$ cat src/include/rss_defs.vh
// Purpose: constants for the rotate/subtract/skip execution block
// Assumes: 8-bit datapath, one instruction cycle per accepted request
// Notes: operation codes are local to this block
`ifndef RSS_DEFS_VH
`define RSS_DEFS_VH

// operation codes
`define RSS_OP_W 5
`define RSS_OP_ROT_LEFT_THRU_CARRY_TO_ACC 5'h00
`define RSS_OP_ROTATE_RIGHT 5'h01
`define RSS_OP_ROTATE_RIGHT_TO_ACC 5'h02
`define RSS_OP_ROTATE_RIGHT_THRU_CARRY 5'h03
`define RSS_OP_ROT_RIGHT_THRU_CARRY_TO_ACC 5'h04
`define RSS_OP_MINUS_WITH_BORROW 5'h05
`define RSS_OP_MINUS_WITH_BORROW_IMM 5'h06
`define RSS_OP_MINUS_WITH_BORROW_TO_MEM 5'h07
`define RSS_OP_DEC_SKIP_IF_ZERO 5'h08
`define RSS_OP_DEC_TO_ACC_SKIP_IF_ZERO 5'h09
`define RSS_OP_FILL_ONES 5'h0A
`define RSS_OP_BIT_SET 5'h0B
`define RSS_OP_INC_SKIP_IF_ZERO 5'h0C
`define RSS_OP_INC_TO_ACC_SKIP_IF_ZERO 5'h0D
`define RSS_OP_BIT_SKIP_IF_NONZERO 5'h0E
`define RSS_OP_SKIP_IF_NONZERO 5'h0F
`define RSS_OP_MINUS 5'h10
`define RSS_OP_MINUS_TO_MEM 5'h11
`define RSS_OP_MINUS_IMM 5'h12
`define RSS_OP_NIBBLE_EXCHANGE 5'h13
`define RSS_OP_NIBBLE_EXCHANGE_TO_ACC 5'h14

// flag vector positions
`define RSS_FLAG_W 6
`define RSS_FLG_CARRY 0
`define RSS_FLG_HALF_BORROW 1
`define RSS_FLG_ZERO 2
`define RSS_FLG_SIGNED_WRAP 3
`define RSS_FLG_SIGNED_BORROW 4
`define RSS_FLG_CHAINED_ZERO 5

// reset and fill values
`define RSS_ACC_RESET 8'h00
`define RSS_FLAGS_RESET 6'h00
`define RSS_FILL_VALUE 8'hFF

// a skip costs one extra instruction cycle
`define RSS_SKIP_DUMMY_CYCLES 2'h1

`endif

$ cat src/rtl/rss_exec.v
// Purpose: rotate, subtract, fill, skip and nibble-exchange execution
// Assumes: memory operand and immediate valid while op_valid is high
// Notes: one result per accepted cycle; requests held off during a skip
//
// Behaviour
// - rotate left via carry into accumulator
// - rotate memory right, bit0 to bit7
// - rotate right into accumulator, no flags
// - rotate memory right via carry
// - rotate right via carry into accumulator
// - acc minus memory minus inverted carry
// - carry clear on negative, else set
// - acc minus immediate minus inverted carry
// - borrow subtract written back to memory
// - decrement memory, skip when zero
// - decrement into accumulator, skip when zero
// - skip inserts one dummy cycle
// - fill ones or set one bit
// - increment memory, skip when zero
// - increment into accumulator, skip when zero
// - skip when selected bit is one
// - rewrite byte, skip when nonzero
// - acc minus memory into accumulator
// - acc minus memory into memory
// - acc minus immediate, carry ignored
// - swap nibbles to memory or accumulator
// - subtracts update all six flags
`timescale 1ns/10ps
`default_nettype none
`include "rss_defs.vh"

module rss_exec (
  // clock and reset
  input wire clk_sys,
  input wire nrst,
  // instruction request
  input wire op_valid,
  input wire [4:0] op_code,
  input wire [7:0] mem_data,
  input wire [7:0] imm_data,
  input wire [2:0] bit_sel,
  // accumulator and status
  output reg [7:0] acc,
  output reg [5:0] flags,
  // data memory write-back
  output reg mem_wr,
  output reg [7:0] mem_wdata,
  // pipeline control
  output wire skip_flush,
  output wire exec_busy
);

  // result lands in the accumulator
  function writes_acc;
    input [4:0] op;
    begin
      case (op)
        `RSS_OP_ROT_LEFT_THRU_CARRY_TO_ACC,
        `RSS_OP_ROTATE_RIGHT_TO_ACC,
        `RSS_OP_ROT_RIGHT_THRU_CARRY_TO_ACC,
        `RSS_OP_MINUS_WITH_BORROW,
        `RSS_OP_MINUS_WITH_BORROW_IMM,
        `RSS_OP_DEC_TO_ACC_SKIP_IF_ZERO,
        `RSS_OP_INC_TO_ACC_SKIP_IF_ZERO,
        `RSS_OP_MINUS,
        `RSS_OP_MINUS_IMM,
        `RSS_OP_NIBBLE_EXCHANGE_TO_ACC: writes_acc = 1'h1;
        default: writes_acc = 1'h0;
      endcase
    end
  endfunction

  // result written back to data memory
  function writes_mem;
    input [4:0] op;
    begin
      case (op)
        `RSS_OP_ROTATE_RIGHT,
        `RSS_OP_ROTATE_RIGHT_THRU_CARRY,
        `RSS_OP_MINUS_WITH_BORROW_TO_MEM,
        `RSS_OP_DEC_SKIP_IF_ZERO,
        `RSS_OP_FILL_ONES,
        `RSS_OP_BIT_SET,
        `RSS_OP_INC_SKIP_IF_ZERO,
        `RSS_OP_SKIP_IF_NONZERO,
        `RSS_OP_MINUS_TO_MEM,
        `RSS_OP_NIBBLE_EXCHANGE: writes_mem = 1'h1;
        default: writes_mem = 1'h0;
      endcase
    end
  endfunction

  // subtract forms own the full flag set
  function is_sub;
    input [4:0] op;
    begin
      case (op)
        `RSS_OP_MINUS_WITH_BORROW,
        `RSS_OP_MINUS_WITH_BORROW_IMM,
        `RSS_OP_MINUS_WITH_BORROW_TO_MEM,
        `RSS_OP_MINUS,
        `RSS_OP_MINUS_TO_MEM,
        `RSS_OP_MINUS_IMM: is_sub = 1'h1;
        default: is_sub = 1'h0;
      endcase
    end
  endfunction

  // borrow forms chain carry and zero
  function uses_borrow;
    input [4:0] op;
    begin
      case (op)
        `RSS_OP_MINUS_WITH_BORROW,
        `RSS_OP_MINUS_WITH_BORROW_IMM,
        `RSS_OP_MINUS_WITH_BORROW_TO_MEM: uses_borrow = 1'h1;
        default: uses_borrow = 1'h0;
      endcase
    end
  endfunction

  // immediate operand instead of memory
  function uses_imm;
    input [4:0] op;
    begin
      case (op)
        `RSS_OP_MINUS_WITH_BORROW_IMM,
        `RSS_OP_MINUS_IMM: uses_imm = 1'h1;
        default: uses_imm = 1'h0;
      endcase
    end
  endfunction

  // one-hot mask of the selected bit
  wire [7:0] bit_mask;
  genvar gi;
  generate
    for (gi = 0; gi < 8; gi = gi + 1) begin : g_mask
      localparam [2:0] POS = gi;
      assign bit_mask[gi] = (bit_sel == POS);
    end
  endgenerate

  // request accepted only outside a dummy cycle
  wire accept;
  wire skip_req;
  reg next_skip;
  assign accept = op_valid & ~exec_busy;
  assign skip_req = accept & next_skip;

  // shared subtractor operands
  wire [7:0] sub_rhs;
  wire sub_bin;
  wire sub_zin;
  wire [7:0] sub_diff;
  wire sub_c;
  wire sub_hb;
  wire sub_z;
  wire sub_sw;
  wire sub_sb;
  wire sub_cz;
  assign sub_rhs = uses_imm(op_code) ? imm_data : mem_data;
  // carry is an inverted borrow
  assign sub_bin = uses_borrow(op_code) ? ~flags[`RSS_FLG_CARRY] : 1'h0;
  // plain forms start a fresh zero chain
  assign sub_zin = uses_borrow(op_code) ? flags[`RSS_FLG_CHAINED_ZERO] : 1'h1;

  rss_subtractor u_sub (
    .minuend(acc),
    .subtrahend(sub_rhs),
    .borrow_in(sub_bin),
    .zero_in(sub_zin),
    .diff(sub_diff),
    .carry(sub_c),
    .half_borrow(sub_hb),
    .zero(sub_z),
    .signed_wrap(sub_sw),
    .signed_borrow(sub_sb),
    .chained_zero(sub_cz)
  );

  // wrapping step for the skip counters
  wire [7:0] mem_inc;
  wire [7:0] mem_dec;
  assign mem_inc = mem_data + 8'h01;
  assign mem_dec = mem_data - 8'h01;

  reg [7:0] next_result;
  reg next_carry;

  always @* begin
    next_result = mem_data;
    next_carry = flags[`RSS_FLG_CARRY];
    next_skip = 1'h0;
    case (op_code)
      `RSS_OP_ROT_LEFT_THRU_CARRY_TO_ACC: begin
        next_result = {mem_data[6:0], flags[`RSS_FLG_CARRY]};
        next_carry = mem_data[7];
      end
      `RSS_OP_ROTATE_RIGHT,
      `RSS_OP_ROTATE_RIGHT_TO_ACC: begin
        next_result = {mem_data[0], mem_data[7:1]};
      end
      `RSS_OP_ROTATE_RIGHT_THRU_CARRY,
      `RSS_OP_ROT_RIGHT_THRU_CARRY_TO_ACC: begin
        next_result = {flags[`RSS_FLG_CARRY], mem_data[7:1]};
        next_carry = mem_data[0];
      end
      `RSS_OP_MINUS_WITH_BORROW,
      `RSS_OP_MINUS_WITH_BORROW_IMM,
      `RSS_OP_MINUS_WITH_BORROW_TO_MEM,
      `RSS_OP_MINUS,
      `RSS_OP_MINUS_TO_MEM,
      `RSS_OP_MINUS_IMM: begin
        next_result = sub_diff;
        next_carry = sub_c;
      end
      `RSS_OP_DEC_SKIP_IF_ZERO,
      `RSS_OP_DEC_TO_ACC_SKIP_IF_ZERO: begin
        next_result = mem_dec;
        next_skip = (mem_dec == 8'h00);
      end
      `RSS_OP_FILL_ONES: begin
        next_result = `RSS_FILL_VALUE;
      end
      `RSS_OP_BIT_SET: begin
        next_result = mem_data | bit_mask;
      end
      `RSS_OP_INC_SKIP_IF_ZERO,
      `RSS_OP_INC_TO_ACC_SKIP_IF_ZERO: begin
        next_result = mem_inc;
        next_skip = (mem_inc == 8'h00);
      end
      `RSS_OP_BIT_SKIP_IF_NONZERO: begin
        next_skip = |(mem_data & bit_mask);
      end
      `RSS_OP_SKIP_IF_NONZERO: begin
        next_result = mem_data;
        next_skip = (mem_data != 8'h00);
      end
      `RSS_OP_NIBBLE_EXCHANGE,
      `RSS_OP_NIBBLE_EXCHANGE_TO_ACC: begin
        next_result = {mem_data[3:0], mem_data[7:4]};
      end
      default: begin
        next_result = mem_data;
      end
    endcase
  end

  reg [5:0] next_flags;

  always @* begin
    next_flags = flags;
    if (is_sub(op_code)) begin
      next_flags[`RSS_FLG_CARRY] = sub_c;
      next_flags[`RSS_FLG_HALF_BORROW] = sub_hb;
      next_flags[`RSS_FLG_ZERO] = sub_z;
      next_flags[`RSS_FLG_SIGNED_WRAP] = sub_sw;
      next_flags[`RSS_FLG_SIGNED_BORROW] = sub_sb;
      next_flags[`RSS_FLG_CHAINED_ZERO] = sub_cz;
    end else begin
      // rotates through carry touch carry only
      next_flags[`RSS_FLG_CARRY] = next_carry;
    end
  end

  always @(posedge clk_sys or negedge nrst) begin
    if (!nrst) begin
      acc <= `RSS_ACC_RESET;
      flags <= `RSS_FLAGS_RESET;
      mem_wr <= 1'h0;
      mem_wdata <= 8'h00;
    end else begin
      mem_wr <= accept & writes_mem(op_code);
      if (accept) begin
        flags <= next_flags;
        if (writes_acc(op_code)) begin
          acc <= next_result;
        end
        if (writes_mem(op_code)) begin
          mem_wdata <= next_result;
        end
      end
    end
  end

  rss_skip_ctrl u_skip (
    .clk_sys(clk_sys),
    .nrst(nrst),
    .skip_req(skip_req),
    .flush(skip_flush),
    .busy(exec_busy)
  );

endmodule // rss_exec

`default_nettype wire

$ cat src/rtl/rss_skip_ctrl.v
// Purpose: turns a skip decision into a dummy pipeline cycle
// Assumes: skip_req is a one-cycle pulse with the completing instruction
// Notes: the fetched follower is discarded, not executed
`timescale 1ns/10ps
`default_nettype none
`include "rss_defs.vh"

module rss_skip_ctrl (
  // clock and reset
  input wire clk_sys,
  input wire nrst,
  // control
  input wire skip_req,
  output reg flush,
  output reg busy
);

  reg [1:0] cnt;

  always @(posedge clk_sys or negedge nrst) begin
    if (!nrst) begin
      cnt <= 2'h0;
      flush <= 1'b0;
      busy <= 1'b0;
    end else if (skip_req) begin
      cnt <= `RSS_SKIP_DUMMY_CYCLES;
      flush <= 1'b1;
      busy <= 1'b1;
    end else if (cnt != 2'h0) begin
      cnt <= cnt - 2'h1;
      flush <= 1'b0;
      busy <= (cnt != 2'h1);
    end else begin
      flush <= 1'b0;
      busy <= 1'b0;
    end
  end

endmodule // rss_skip_ctrl

`default_nettype wire

$ cat src/rtl/rss_subtractor.v
// Purpose: 8-bit subtract with borrow-in and full flag set
// Assumes: carry is an inverted borrow
// Notes: purely combinational
`timescale 1ns/10ps
`default_nettype none

module rss_subtractor (
  // operands
  input wire [7:0] minuend,
  input wire [7:0] subtrahend,
  input wire borrow_in,
  input wire zero_in,
  // result
  output wire [7:0] diff,
  output wire carry,
  output wire half_borrow,
  output wire zero,
  output wire signed_wrap,
  output wire signed_borrow,
  output wire chained_zero
);

  wire [8:0] full;
  wire [4:0] low;
  wire [8:0] sdiff;

  assign full = {1'b0, minuend} - {1'b0, subtrahend} - {8'h00, borrow_in};
  assign low = {1'b0, minuend[3:0]} - {1'b0, subtrahend[3:0]} - {4'h0, borrow_in};
  // sign-extended difference tells the true signed outcome
  assign sdiff = {minuend[7], minuend} - {subtrahend[7], subtrahend} - {8'h00, borrow_in};
  assign diff = full[7:0];
  assign carry = ~full[8];
  assign half_borrow = ~low[4];
  assign zero = (full[7:0] == 8'h00);
  assign signed_wrap = (minuend[7] ^ subtrahend[7]) & (minuend[7] ^ full[7]);
  assign signed_borrow = sdiff[8];
  // chained zero keeps a multi-byte result zero only if all bytes were
  assign chained_zero = zero & zero_in;

endmodule // rss_subtractor

`default_nettype wire

$ cat config.mk
export PLATFORM = sky130hd
export DESIGN_NAME = rss_exec
export DESIGN_NICKNAME = d
export VERILOG_FILES = /design/src/rtl/rss_exec.v /design/src/rtl/rss_skip_ctrl.v /design/src/rtl/rss_subtractor.v
export VERILOG_INCLUDE_DIRS = /design/src /design/src/include
export SDC_FILE = /design/constraint.sdc
export NUM_CORES = 1
export LEC_CHECK = 0
export BUFFER_PORTS_ARGS = -buffer_cell sky130_fd_sc_hd__buf_2
export CAP_MARGIN = 25
export CORE_MARGIN = 5
export CORE_UTILIZATION = 52
export DETAILED_ROUTE_END_ITERATION = 10
export GPL_ROUTABILITY_DRIVEN = 1
export GPL_TIMING_DRIVEN = 0
export PLACE_DENSITY = 0.81
export SLEW_MARGIN = 20
export SYNTH_ARGS = -nofsm -noshare
export SYNTH_HDL_FRONTEND = slang
export SYNTH_SLANG_ARGS = --single-unit
$ cat constraint.sdc
create_clock -name clk_sys -period 2.3 [get_ports clk_sys]
set_input_delay 0.115 -clock clk_sys [delete_from_list [all_inputs] [get_ports clk_sys]]
set_output_delay 0.115 -clock clk_sys [all_outputs]
set_load 0.005 [all_outputs]
* Word level (Yosys, flattened, before mapping)
Memories as Yosys holds them, arrays and structs flattened.
Index checks and enable logic that the tools add are counted.
** Operators by class
- $add $sub $neg :: 9
- $mul :: 0
- Divide/modulo/power cells :: 0
- Magnitude comparators :: 0
- Eq/ne operators :: 28
- Shifts and indexed selects :: 0
- Multiplexer cells :: 17
- Bitwise operators :: 13
- Reduce and logical (&&, ||, !) cells :: 22
** Operators by type and width (count)
- 8-bit case mux with 9 select lines :: 1
- 5-bit by 4-bit == test with 1-bit output (second input constant) :: 8
- 5-bit == test (second input constant) :: 5
- 8-bit logical NOT :: 3
- 5-bit by 3-bit == test with 1-bit output (second input constant) :: 4
- 8-bit by 8-bit subtractor with 9-bit output :: 2
- 9-bit by 1-bit subtractor with 9-bit output :: 2
- 3-bit == test (second input constant) :: 4
- 2-bit OR reduction :: 6
- 1-bit 2-to-1 mux :: 11
- 5-bit by 2-bit == test with 1-bit output (second input constant) :: 2
- 8-bit by 1-bit adder with 8-bit output (second input constant) :: 1
- 8-bit AND :: 1
- 8-bit 2-to-1 mux :: 1
- 8-bit OR :: 1
- 2-bit AND reduction :: 4
- 8-bit nonzero test :: 1
- 8-bit OR reduction :: 1
- 8-bit by 1-bit subtractor with 8-bit output (second input constant) :: 1
- 3-bit by 2-bit == test with 1-bit output (second input constant) :: 2
- 6-bit OR reduction :: 1
- 1-bit AND :: 5
- 5-bit by 1-bit == test with 1-bit output (second input constant) :: 1
- 5-bit logical NOT :: 1
- other kinds (14) :: 20
** Word-level totals
- Flip-flop bits (word level) :: 27
- Bits in latches :: 0
- RAM bits :: 0
- ROM bits :: 96
- Input bits :: 27
- Output and inout bits :: 25
- Word-level logic and storage cells :: 100
- Memories :: 3
** Memory list
- (no name shown) :: depth 32, width 1, rd ports 1, clocked after memory_dff 0, wr ports 0, RTL line rss_exec.v:77 : case (op)
- (no name shown) :: depth 32, width 1, rd ports 1, clocked after memory_dff 0, wr ports 0, RTL line rss_exec.v:57 : case (op)
- (no name shown) :: depth 32, width 1, rd ports 1, clocked after memory_dff 0, wr ports 0, RTL line rss_exec.v:77

* Depth between registers and ports, before layout
Gate-level depths: netlist (run 1).
- Word-level depth :: 9
- Mapped depth :: 16
- Mapped depth without buffers :: 14

* Cells and area by module
From an unflattened synthesis (run 1), not the netlist that was laid out.
** Second synthesis, totals
- Cells, all modules :: 387
- Area total of the unflattened synthesis :: 3347.0 µm²
** Modules (own cells, without submodules)
- rss_exec :: instances 1, cells an instance 300, area each 2596.2 µm², sequential area each 575.6 µm²
- rss_subtractor :: instances 1, cells an instance 74, area each 581.8 µm², sequential area each 0.0 µm²
- rss_skip_ctrl :: instances 1, cells an instance 13, area each 168.9 µm², sequential area each 100.1 µm²

* Worst setup path after synthesis (run 1)
OpenSTA, ideal clock, no wires.
- Kind :: input-to-reg
- Start :: input op_code[2]
- End :: register flags[5]
- Library setup time :: 0.080 ns
- Data arrival time :: 3.333 ns
- Data required time :: 2.220 ns
- Setup slack :: -1.113 ns
- Cell stages on the path :: 14
- Path buffers :: 3
- Path through :: buf_2 > buf_2 > xnor2_1 > nor3b_1 > buf_1 > o21ai_0 > fa_1 > inv_1 > ha_1 > xor2_1 > or3_1 > or4_1 > nor3_1 > a2bb2oi_1
** On the way
- Cells in the longest elaborated chain, start to end :: 8
- Elaborated cells on any way between the ends :: 20
- Those cells by class :: add/sub (2); eq/ne (6); mux (6); bitwise (1); reduce/logical (5)
** Ends and longest elaborated chain
- start, declared :: RTL line rss_exec.v:38 : input wire [4:0] op_code,
- 5-bit by 3-bit == test with 1-bit output / 5-bit == test (equally long branches) :: RTL line rss_exec.v:97, rss_exec.v:113, rss_exec.v:126
- 2-bit OR reduction :: RTL line rss_exec.v:126 : case (op)
- 1-bit 2-to-1 mux :: RTL line rss_exec.v:126
- 8-bit 2-to-1 mux :: RTL line rss_exec.v:162 : assign sub_rhs = uses_imm(op_code) ? imm_data : mem_data;
- 8-bit by 8-bit subtractor with 9-bit output :: RTL line rss_subtractor.v:27 : assign full = {1'b0, minuend} - {1'b0, subtrahend} - {8'h00, borrow_in};
- 9-bit by 1-bit subtractor with 9-bit output :: RTL line rss_subtractor.v:27
- 8-bit logical NOT :: RTL line rss_subtractor.v:34 : assign zero = (full[7:0] == 8'h00);
- 1-bit AND :: RTL line rss_subtractor.v:38 : assign chained_zero = zero & zero_in;
- end signal, assigned :: RTL line rss_exec.v:271 : flags <= `RSS_FLAGS_RESET;
- end signal, assigned :: RTL line rss_exec.v:277 : flags <= next_flags;
- end, declared :: RTL line rss_exec.v:44 : output reg [5:0] flags,
Parallel ways exist; a longest one is shown, timed or not.
A chain may end at the register's enable or synchronous reset.

* Final worst setup path (run 1)
- Start :: input op_code[0]
- End :: register flags[2]
** On the way
- Cells in the longest elaborated chain, start to end :: 7
- Elaborated cells on any way between the ends :: 18
- Those cells by class :: add/sub (2); eq/ne (6); mux (5); reduce/logical (5)
** Ends and longest elaborated chain (RTL line)
- 5-bit by 3-bit == test with 1-bit output / 5-bit == test (equally long branches) :: rss_exec.v:97, rss_exec.v:113, rss_exec.v:126
- 2-bit OR reduction :: rss_exec.v:126
- 1-bit 2-to-1 mux :: rss_exec.v:126
- 8-bit 2-to-1 mux :: rss_exec.v:162
- 8-bit by 8-bit subtractor with 9-bit output :: rss_subtractor.v:27
- 9-bit by 1-bit subtractor with 9-bit output :: rss_subtractor.v:27
- 8-bit logical NOT :: rss_subtractor.v:34
Parallel ways exist; a longest one is shown, timed or not.

==> metrics.md, run 1 <==
| Metric | Value |
|---|---|
| Outcome | finished, violations left |
| Failing checks | negative setup slack |
| CTS tree | done |
| Total GRT Usage | 0.2939 |
| Layout cell share with drive strength beyond 1 | 0.3963 |
| Setup ws final | -0.7884 ns |
| Die H | 87.64 um |
| Most common cell after layout, fill and taps aside | buf_2 |
| Mux share of post-synthesis cell area | 0.06028 |
| Post-layout util | 0.7670 |
| EDFF count, synth | 0 |
| Max-slew violation count | 0 |
| Final ANT Viol Nets | 0 |
| Arrival @ worst endpoint | 3.31 ns |
| Req. time, crit path | 2.52 ns |
| Mapped Nets | 448 |
| Pleak | 0.001958 uW |
| Gp weighted congestion | 0.9885 |
| CP bufs+invs | 4 |
| Crit path max-delay family | simple AND/OR/NAND/NOR gates |
| Type of origin of the critical path | input pin |
| Hold crit path type | in2reg |
| Library cells used by synthesis | 67 |
| Crit path max fanout | 5 |
| # IOs | 52 |
| FF+latch count, synth | 27 |
| Crit end category | flop |
| Initial Util | 0.5325 |
| Worst-case clock skew | 0.006730 ns |
| Pre-antenna DRT Iters | 6 |
| Final net count | 543 |
| Final TNS setup | -10.78 ns |
| Post-Synth Simple-Gate Area | 0.2216 |
| Slew headroom | 0.5145 |
| Worst setup path class | in2reg |
| CTS HTree Levels | 1 |
| Syn avg cell area | 7.975 um2 |
| Ant diodes | 0 |
| Total global routing overflow | 0 |
| Max Clk Rate | 323.8 MHz |
| Clk buf depth | 2 |
| Root Driver | clkbuf_8 |
| Final-report setup violation count | 22 |
| # Max-Cap Violations | 0 |
| Post-Synthesis Cells | 393 |
| DRC | 0 |
| DRT iter0 DRCs | 678 |
| Area delta synth->final | 44.03% |
| XOR/XNOR Fraction of Synth Area | 0.06427 |
| CTS Buf Count | 3 |
| Most frequent cells in the layout | buf_2, buf_4, nand2_1, dfrtp_1, inv_1 |
| CP Cell Sequence | buf_12, clkinv_8, ha_4, buf_6, nor3b_4, nand2_1, o21ai_2, fa_2, inv_2, fa_1, xor2_1, or3_4, or4_4, nor3_4, mux2_4 |
| Core area | 0.005886 mm2 |
| Highest-delay cell along the critical path | or4_4 |
| Post-Synth Adder-Cell Area | 0.1166 |
| Crit path largest cell delay | 0.54 ns |
| Clock tree sinks | 27 |
| Min Tclk post-route | 3.088 ns |
| Via density | 6.669 |
| Cell area after synthesis | 0.003134 mm2 |
| Tcrit/Tclk final | 1.343 |
| Final wirelength | 12.24 mm |
| RSZ-0062 raised after global routing | true |
| Clk_lat worst skew | 0.27 ns |
| Hold Vio Cnt, Final | 0 |
| DIE AREA | 0.007680 mm2 |
| Largest net degree at the start of global routing | 28 |
| Rows | 28 |
| Largest family of logic cells by synthesized area | compound AO/OA/AOI/OAI gates |
| Pwr Density | 1047 mW/mm2 |
| Share of the yosys chip area belonging to registers | 0.2156 |
| Area of the multi-input gates | 0.002725 mm2 |
| Top FF cell, synth | dfrtp_1 |
| Ys async rst share | 1.000 |
| Wire per inst | 21.78 um |
| Synth Area in Compound Gates | 0.2395 |
| Peak supply drop | 0.0009046 V |
| HPWL after DPL | 7.425 mm |
| Port-buffer cells | 48 |
| Initial antenna violation count | 0 |
| First-pass GRT wire length | 17.77 mm |
| Worst-Margin Slew | 0.7283 ns |
| Die X | 87.64 um |
| Vias in the first global route | 3487 |
| Sequential cell area | 676.9 um2 |
| Vias post-DR | 3748 |
| Worst-path clk slew | 0.09 ns |
| Number of fill cells in the layout | 353 |
| Synth warn | 0 |
kinds of logic (layout without fill, tap and decap cells):
logic type,after synthesis,after routing
AND/OR/NAND/NOR,128,128
AO/OA/AOI/OAI,106,106
buffers and inverters,63,157
adder cells (fa/ha/maj),28,28
flip-flops,27,27
XOR/XNOR,23,23
multiplexers,18,18
path summary, 6_finish.rpt:
kind                            cells past startpoint       end        start  slack [ns]
worst max-delay path                               15  flags[2]   op_code[0]       -0.79
worst min-delay path                                5  flags[3]  imm_data[7]        0.34
worst max register to register                      9  flags[2]       acc[0]       -0.65
worst min register to register                      2  flags[4]     flags[4]        0.49
max in group asynchronous                           2  flags[0]         nrst        1.52
min in group asynchronous                           2  flags[5]         nrst        0.37
sequential cells by signal (all words and copies together), names as in the netlist:
name,count
acc,8
mem_wdata,8
flags,6
u_skip.cnt,2
mem_wr,1
u_skip.busy,1
u_skip.flush,1
stage by stage:
stage	total power [uW]	std cells	worst slack [ns]	hold WS, ns	cell area, um2
floorplan	2455	393	-0.7438	-0.1806	3323
global placement	3006	516	-1.164	0.1390	3657
detailed placement	3101	516	-1.241	0.1494	3657
CTS	3939	556	-0.6023	0.3452	4260
global route	4973	562	-0.8615	0.3702	4514
finish	4727	562	-0.7884	0.3448	4514
tightest hold or removal path: stages:
cell	delay, ns
buf_2	0.09
mux2i_2	0.07
inv_1	0.07
ha_1	0.15
o31ai_1	0.09
per-layer routing:
metal	vias up	share of wire	GRT usage
met4	0	0.071	0.1381
li1	1611	-	-
met2	290	0.46	0.4952
met1	1759	0.37	0.3680
met5	-	0	0
met3	88	0.099	0.04421
synthesized netlist by cell type (all sizes together), types with 4 or more instances:
cell type,n,area share
nor4,5,0.015
a221o,4,0.013
o21ai,28,0.045
a222oi,4,0.013
nor2b,7,0.014
nor3,7,0.011
clkbuf,12,0.014
a31oi,9,0.018
or3,6,0.012
inv,35,0.042
nor3b,9,0.023
o31ai,9,0.026
o22ai,5,0.010
nand2,35,0.042
nor2,23,0.028
a21oi,15,0.024
dfrtp,27,0.22
and2,5,0.010
ha,26,0.10
mux2i,11,0.035
xnor2,13,0.036
mux2,7,0.025
buf,16,0.026
nand2b,7,0.016
xor2,10,0.028
nand3,12,0.019
final cells by class:
| cell class | instances | share of cell area |
|---|---|---|
| flip-flops and latches | 27 | 0.1499 |
| clock buffers | 4 | 0.009978 |
| multi-input cells | 303 | 0.6037 |
| plain buffers | 22 | 0.03049 |
| inverters | 35 | 0.03298 |
| repair buffers | 96 | 0.1522 |
| well taps | 75 | 0.02079 |
where the power goes:
group / internal (uW) / switching [uW] / total, uW / leakage [uW]
Clock: 124 / 146 / 270 / 0.0000228
Sequential: 685 / 189 / 874 / 0.000335
Combinational: 1720 / 1860 / 3580 / 0.00160
timing repair:
action                                  CTS  global route
pin swaps                                23            21
buffers inserted                         39             9
endpoints found under the hold margin    27             0
resized for setup                        67            35
endpoints found under the setup margin   22            23
hold buffers                              1             0
Power figures use the tool's default switching activity.
==> run 2, diff against run 1 <==
- CORE_UTILIZATION: 52 -> 55
- PLACE_DENSITY: 0.81 -> 0.82
- clock period: 2.3 -> 3.8 ns (I/O delays scaled with it)
==> metrics.md, run 2 (synthesis results as in run 1) <==
| Metric | Value |
|---|---|
| RSZ-0062 raised after global routing | false |
| # Max-Cap Violations | 0 (unchanged) |
| Worst r2r src | flags[0] |
| Pwr Density | 523.5 mW/mm2 (-50%) |
| Type of origin of the critical path | input pin |
| Clk_lat worst skew | 0.29 ns (+0.02 ns) |
| Die X | 85.49 um (-2.4%) |
| Die H | 85.49 um (-2.4%) |
| Total GRT Usage | 0.2494 (-0.04441) |
| Vias post-DR | 3242 (-14%) |
| CTS Buf Count | 3 (unchanged) |
| Final ANT Viol Nets | 0 (unchanged) |
| Hold Crit Depth | 5 (unchanged) |
| Post-route cell area | 0.003536 mm2 (-22%) |
| Arrival @ worst endpoint | 3.77 ns (+0.46 ns) |
| Crit path max fanout | 10 (+5) |
| Highest-delay cell along the critical path | fa_1 |
| Hold EP | flags[3] |
| Worst-case clock skew | 0.01551 ns (+0.008783 ns) |
| DIE AREA | 0.007309 mm2 (-4.8%) |
| # IOs | 52 (unchanged) |
| Worst Reg-to-Reg Cells | 9 (unchanged) |
| Most frequent cells in the layout | buf_2, nand2_1, inv_1, dfrtp_1, ha_1 |
| Area delta synth->final | 12.81% |
| Largest net degree at the start of global routing | 28 (unchanged) |
| Crit path largest cell delay | 0.56 ns (+0.02 ns) |
| Min Tclk post-route | 3.546 ns |
| Core area | 0.005507 mm2 (-6.4%) |
| Peak supply drop | 0.0003438 V (-62%) |
| Post-layout total power | 1851 uW (-61%) |
| Req. time, crit path | 4.02 ns (+1.50 ns) |
| Crit path max-delay family | simple AND/OR/NAND/NOR gates |
| Wire per inst | 17.35 um (-20%) |
| Worst reg-to-reg setup slack | 0.85 ns (+1.50 ns) |
| Vias in the first global route | 3080 (-12%) |
| Via density | 6.259 (-6.2%) |
| HPWL after DPL | 7.018 mm (-5.5%) |
| Root Driver | clkbuf_8 |
| CP bufs+invs | 5 (+1) |
| Port-buffer cells | 48 (unchanged) |
| CP Cell Sequence | buf_2, buf_2, clkbuf_4, xnor2_1, nor3b_1, buf_4, o21ai_0, fa_1, inv_1, ha_1, xor2_1, or3_1, or4_1, nor3_1, a2bb2oi_1 |
| Tcrit/Tclk final | 0.9331 |
| Max Clk Rate | 282.0 MHz |
| CTS HTree Levels | 1 (unchanged) |
| Crit end category | flop |
| Rows | 27 (-3.6%) |
| Hold Vio Cnt, Final | 0 (unchanged) |
| DRC | 0 (unchanged) |
| Reg-to-reg endpoint | flags[5] |
| Total global routing overflow | 0 (unchanged) |
| Cell mode on critical path | buf_2 |
| Initial antenna violation count | 0 (unchanged) |
| Final net count | 502 (-7.6%) |
| Worst-Margin Slew | 0.9165 ns (+0.1882 ns) |
| Final-report setup violation count | 0 (-100%) |
| Post-DP Area | 0.003465 mm2 (-5.3%) |
| Most common cell after layout, fill and taps aside | buf_2 |
| First-pass GRT wire length | 14.88 mm (-16%) |
| Clk buf depth | 2 (unchanged) |
| Ant diodes | 0 (unchanged) |
| Clock tree sinks | 27 (unchanged) |
| Biggest regs | acc x8, mem_wdata x8, flags x6 |
| Pleak | 0.001613 uW (-18%) |
| Layout cell share with drive strength beyond 1 | 0.1906 (-0.2057) |
| Max-slew violation count | 0 (unchanged) |
| Slew headroom | 0.3871 (-0.1273) |
| Initial Util | 0.5692 (+0.03666) |
| Worst-path clk slew | 0.11 ns (+0.02 ns) |
| Pre-antenna DRT Iters | 5 (-1) |
| CTS tree | done |
| Gp weighted congestion | 0.9489 (-4.0%) |
| Outcome | finished clean |
| Worst setup path class | in2reg |
| DRT iter0 DRCs | 313 (-54%) |
| Hold Startpoint | imm_data[7] |
| Hold crit path type | in2reg |
| Final wirelength | 8.988 mm (-27%) |
==> run 2: cell count changes in the layout (fill, tap and decap cells not counted), sizes merged <==
cell and change:
clkbuf +2, clkinv -1, buf -44, inv +1, clkinvlp +1
==> run 2: layout make-up <==
cell class / count / area, um2
tap: 72 / 90.09
sequential: 27 / 675.6
timing repair buffer: 49 / 250.2
inverter: 35 / 131.4
clock buffer: 3 / 41.29
buffer: 28 / 132.6
clock inverter: 1 / 7.507
fill: 484 / 1971
multi-input combinational: 303 / 2207
==> run 2: worst max path at each step <==
| stage | from | to | slack [ns] | depth (start not counted) |
|---|---|---|---|---|
| floorplan | op_code[2] | flags[5] | 0.31 | 14 |
| global placement | op_code[2] | mem_wdata[6] | -0.29 | 16 |
| detailed placement | op_code[2] | mem_wdata[6] | -0.43 | 16 |
| CTS | op_code[2] | mem_wdata[6] | 0.11 | 16 |
| global route | op_code[2] | flags[5] | 0.01 | 15 |
| finish | op_code[2] | flags[5] | 0.25 | 15 |
==> run 2: tightest hold or removal path, stage by stage <==
cell and delay, ns:
buf_2 0.08, mux2i_1 0.09, inv_1 0.06, ha_1 0.13, o31ai_1 0.07
==> run 2: repair_timing <==
action	4_1_cts	5_1_grt
endpoints found under the hold margin	27	0
setup buffers	0	0
hold buffers	1	0
cloned	0	0
resized for setup	1	5
endpoints found under the setup margin	4	4
==> run 2: power breakdown <==
part | internal (uW) | switching, uW
combinational | 507 | 660
sequential | 413 | 98.3
clock | 74.7 | 98.3
==> run 2: metrics by stage <==
stage               setup TNS [ns]  std cells  utilization  setup WS (ns)  hold slack, ns
global placement            -1.082        513       0.6292        -0.2883          0.2184
detailed placement          -1.570        513       0.6292        -0.4263          0.2278
floorplan                        0        393            -         0.3121         -0.1056
CTS                              0        518       0.6401         0.1074          0.3771
global route                     0        518       0.6421        0.01392          0.3952
finish                           0        518       0.6421         0.2541          0.3669
==> run 2: per-layer routing <==
layer | global-route usage | wire length [um] | vias to the layer above
met5 | 0 | 0 | -
met3 | 0.02978 | 779 | 27
met4 | 0.09928 | 305 | 0
met1 | 0.3414 | 3792 | 1535
li1 | - | - | 1520
met2 | 0.4004 | 4110 | 160
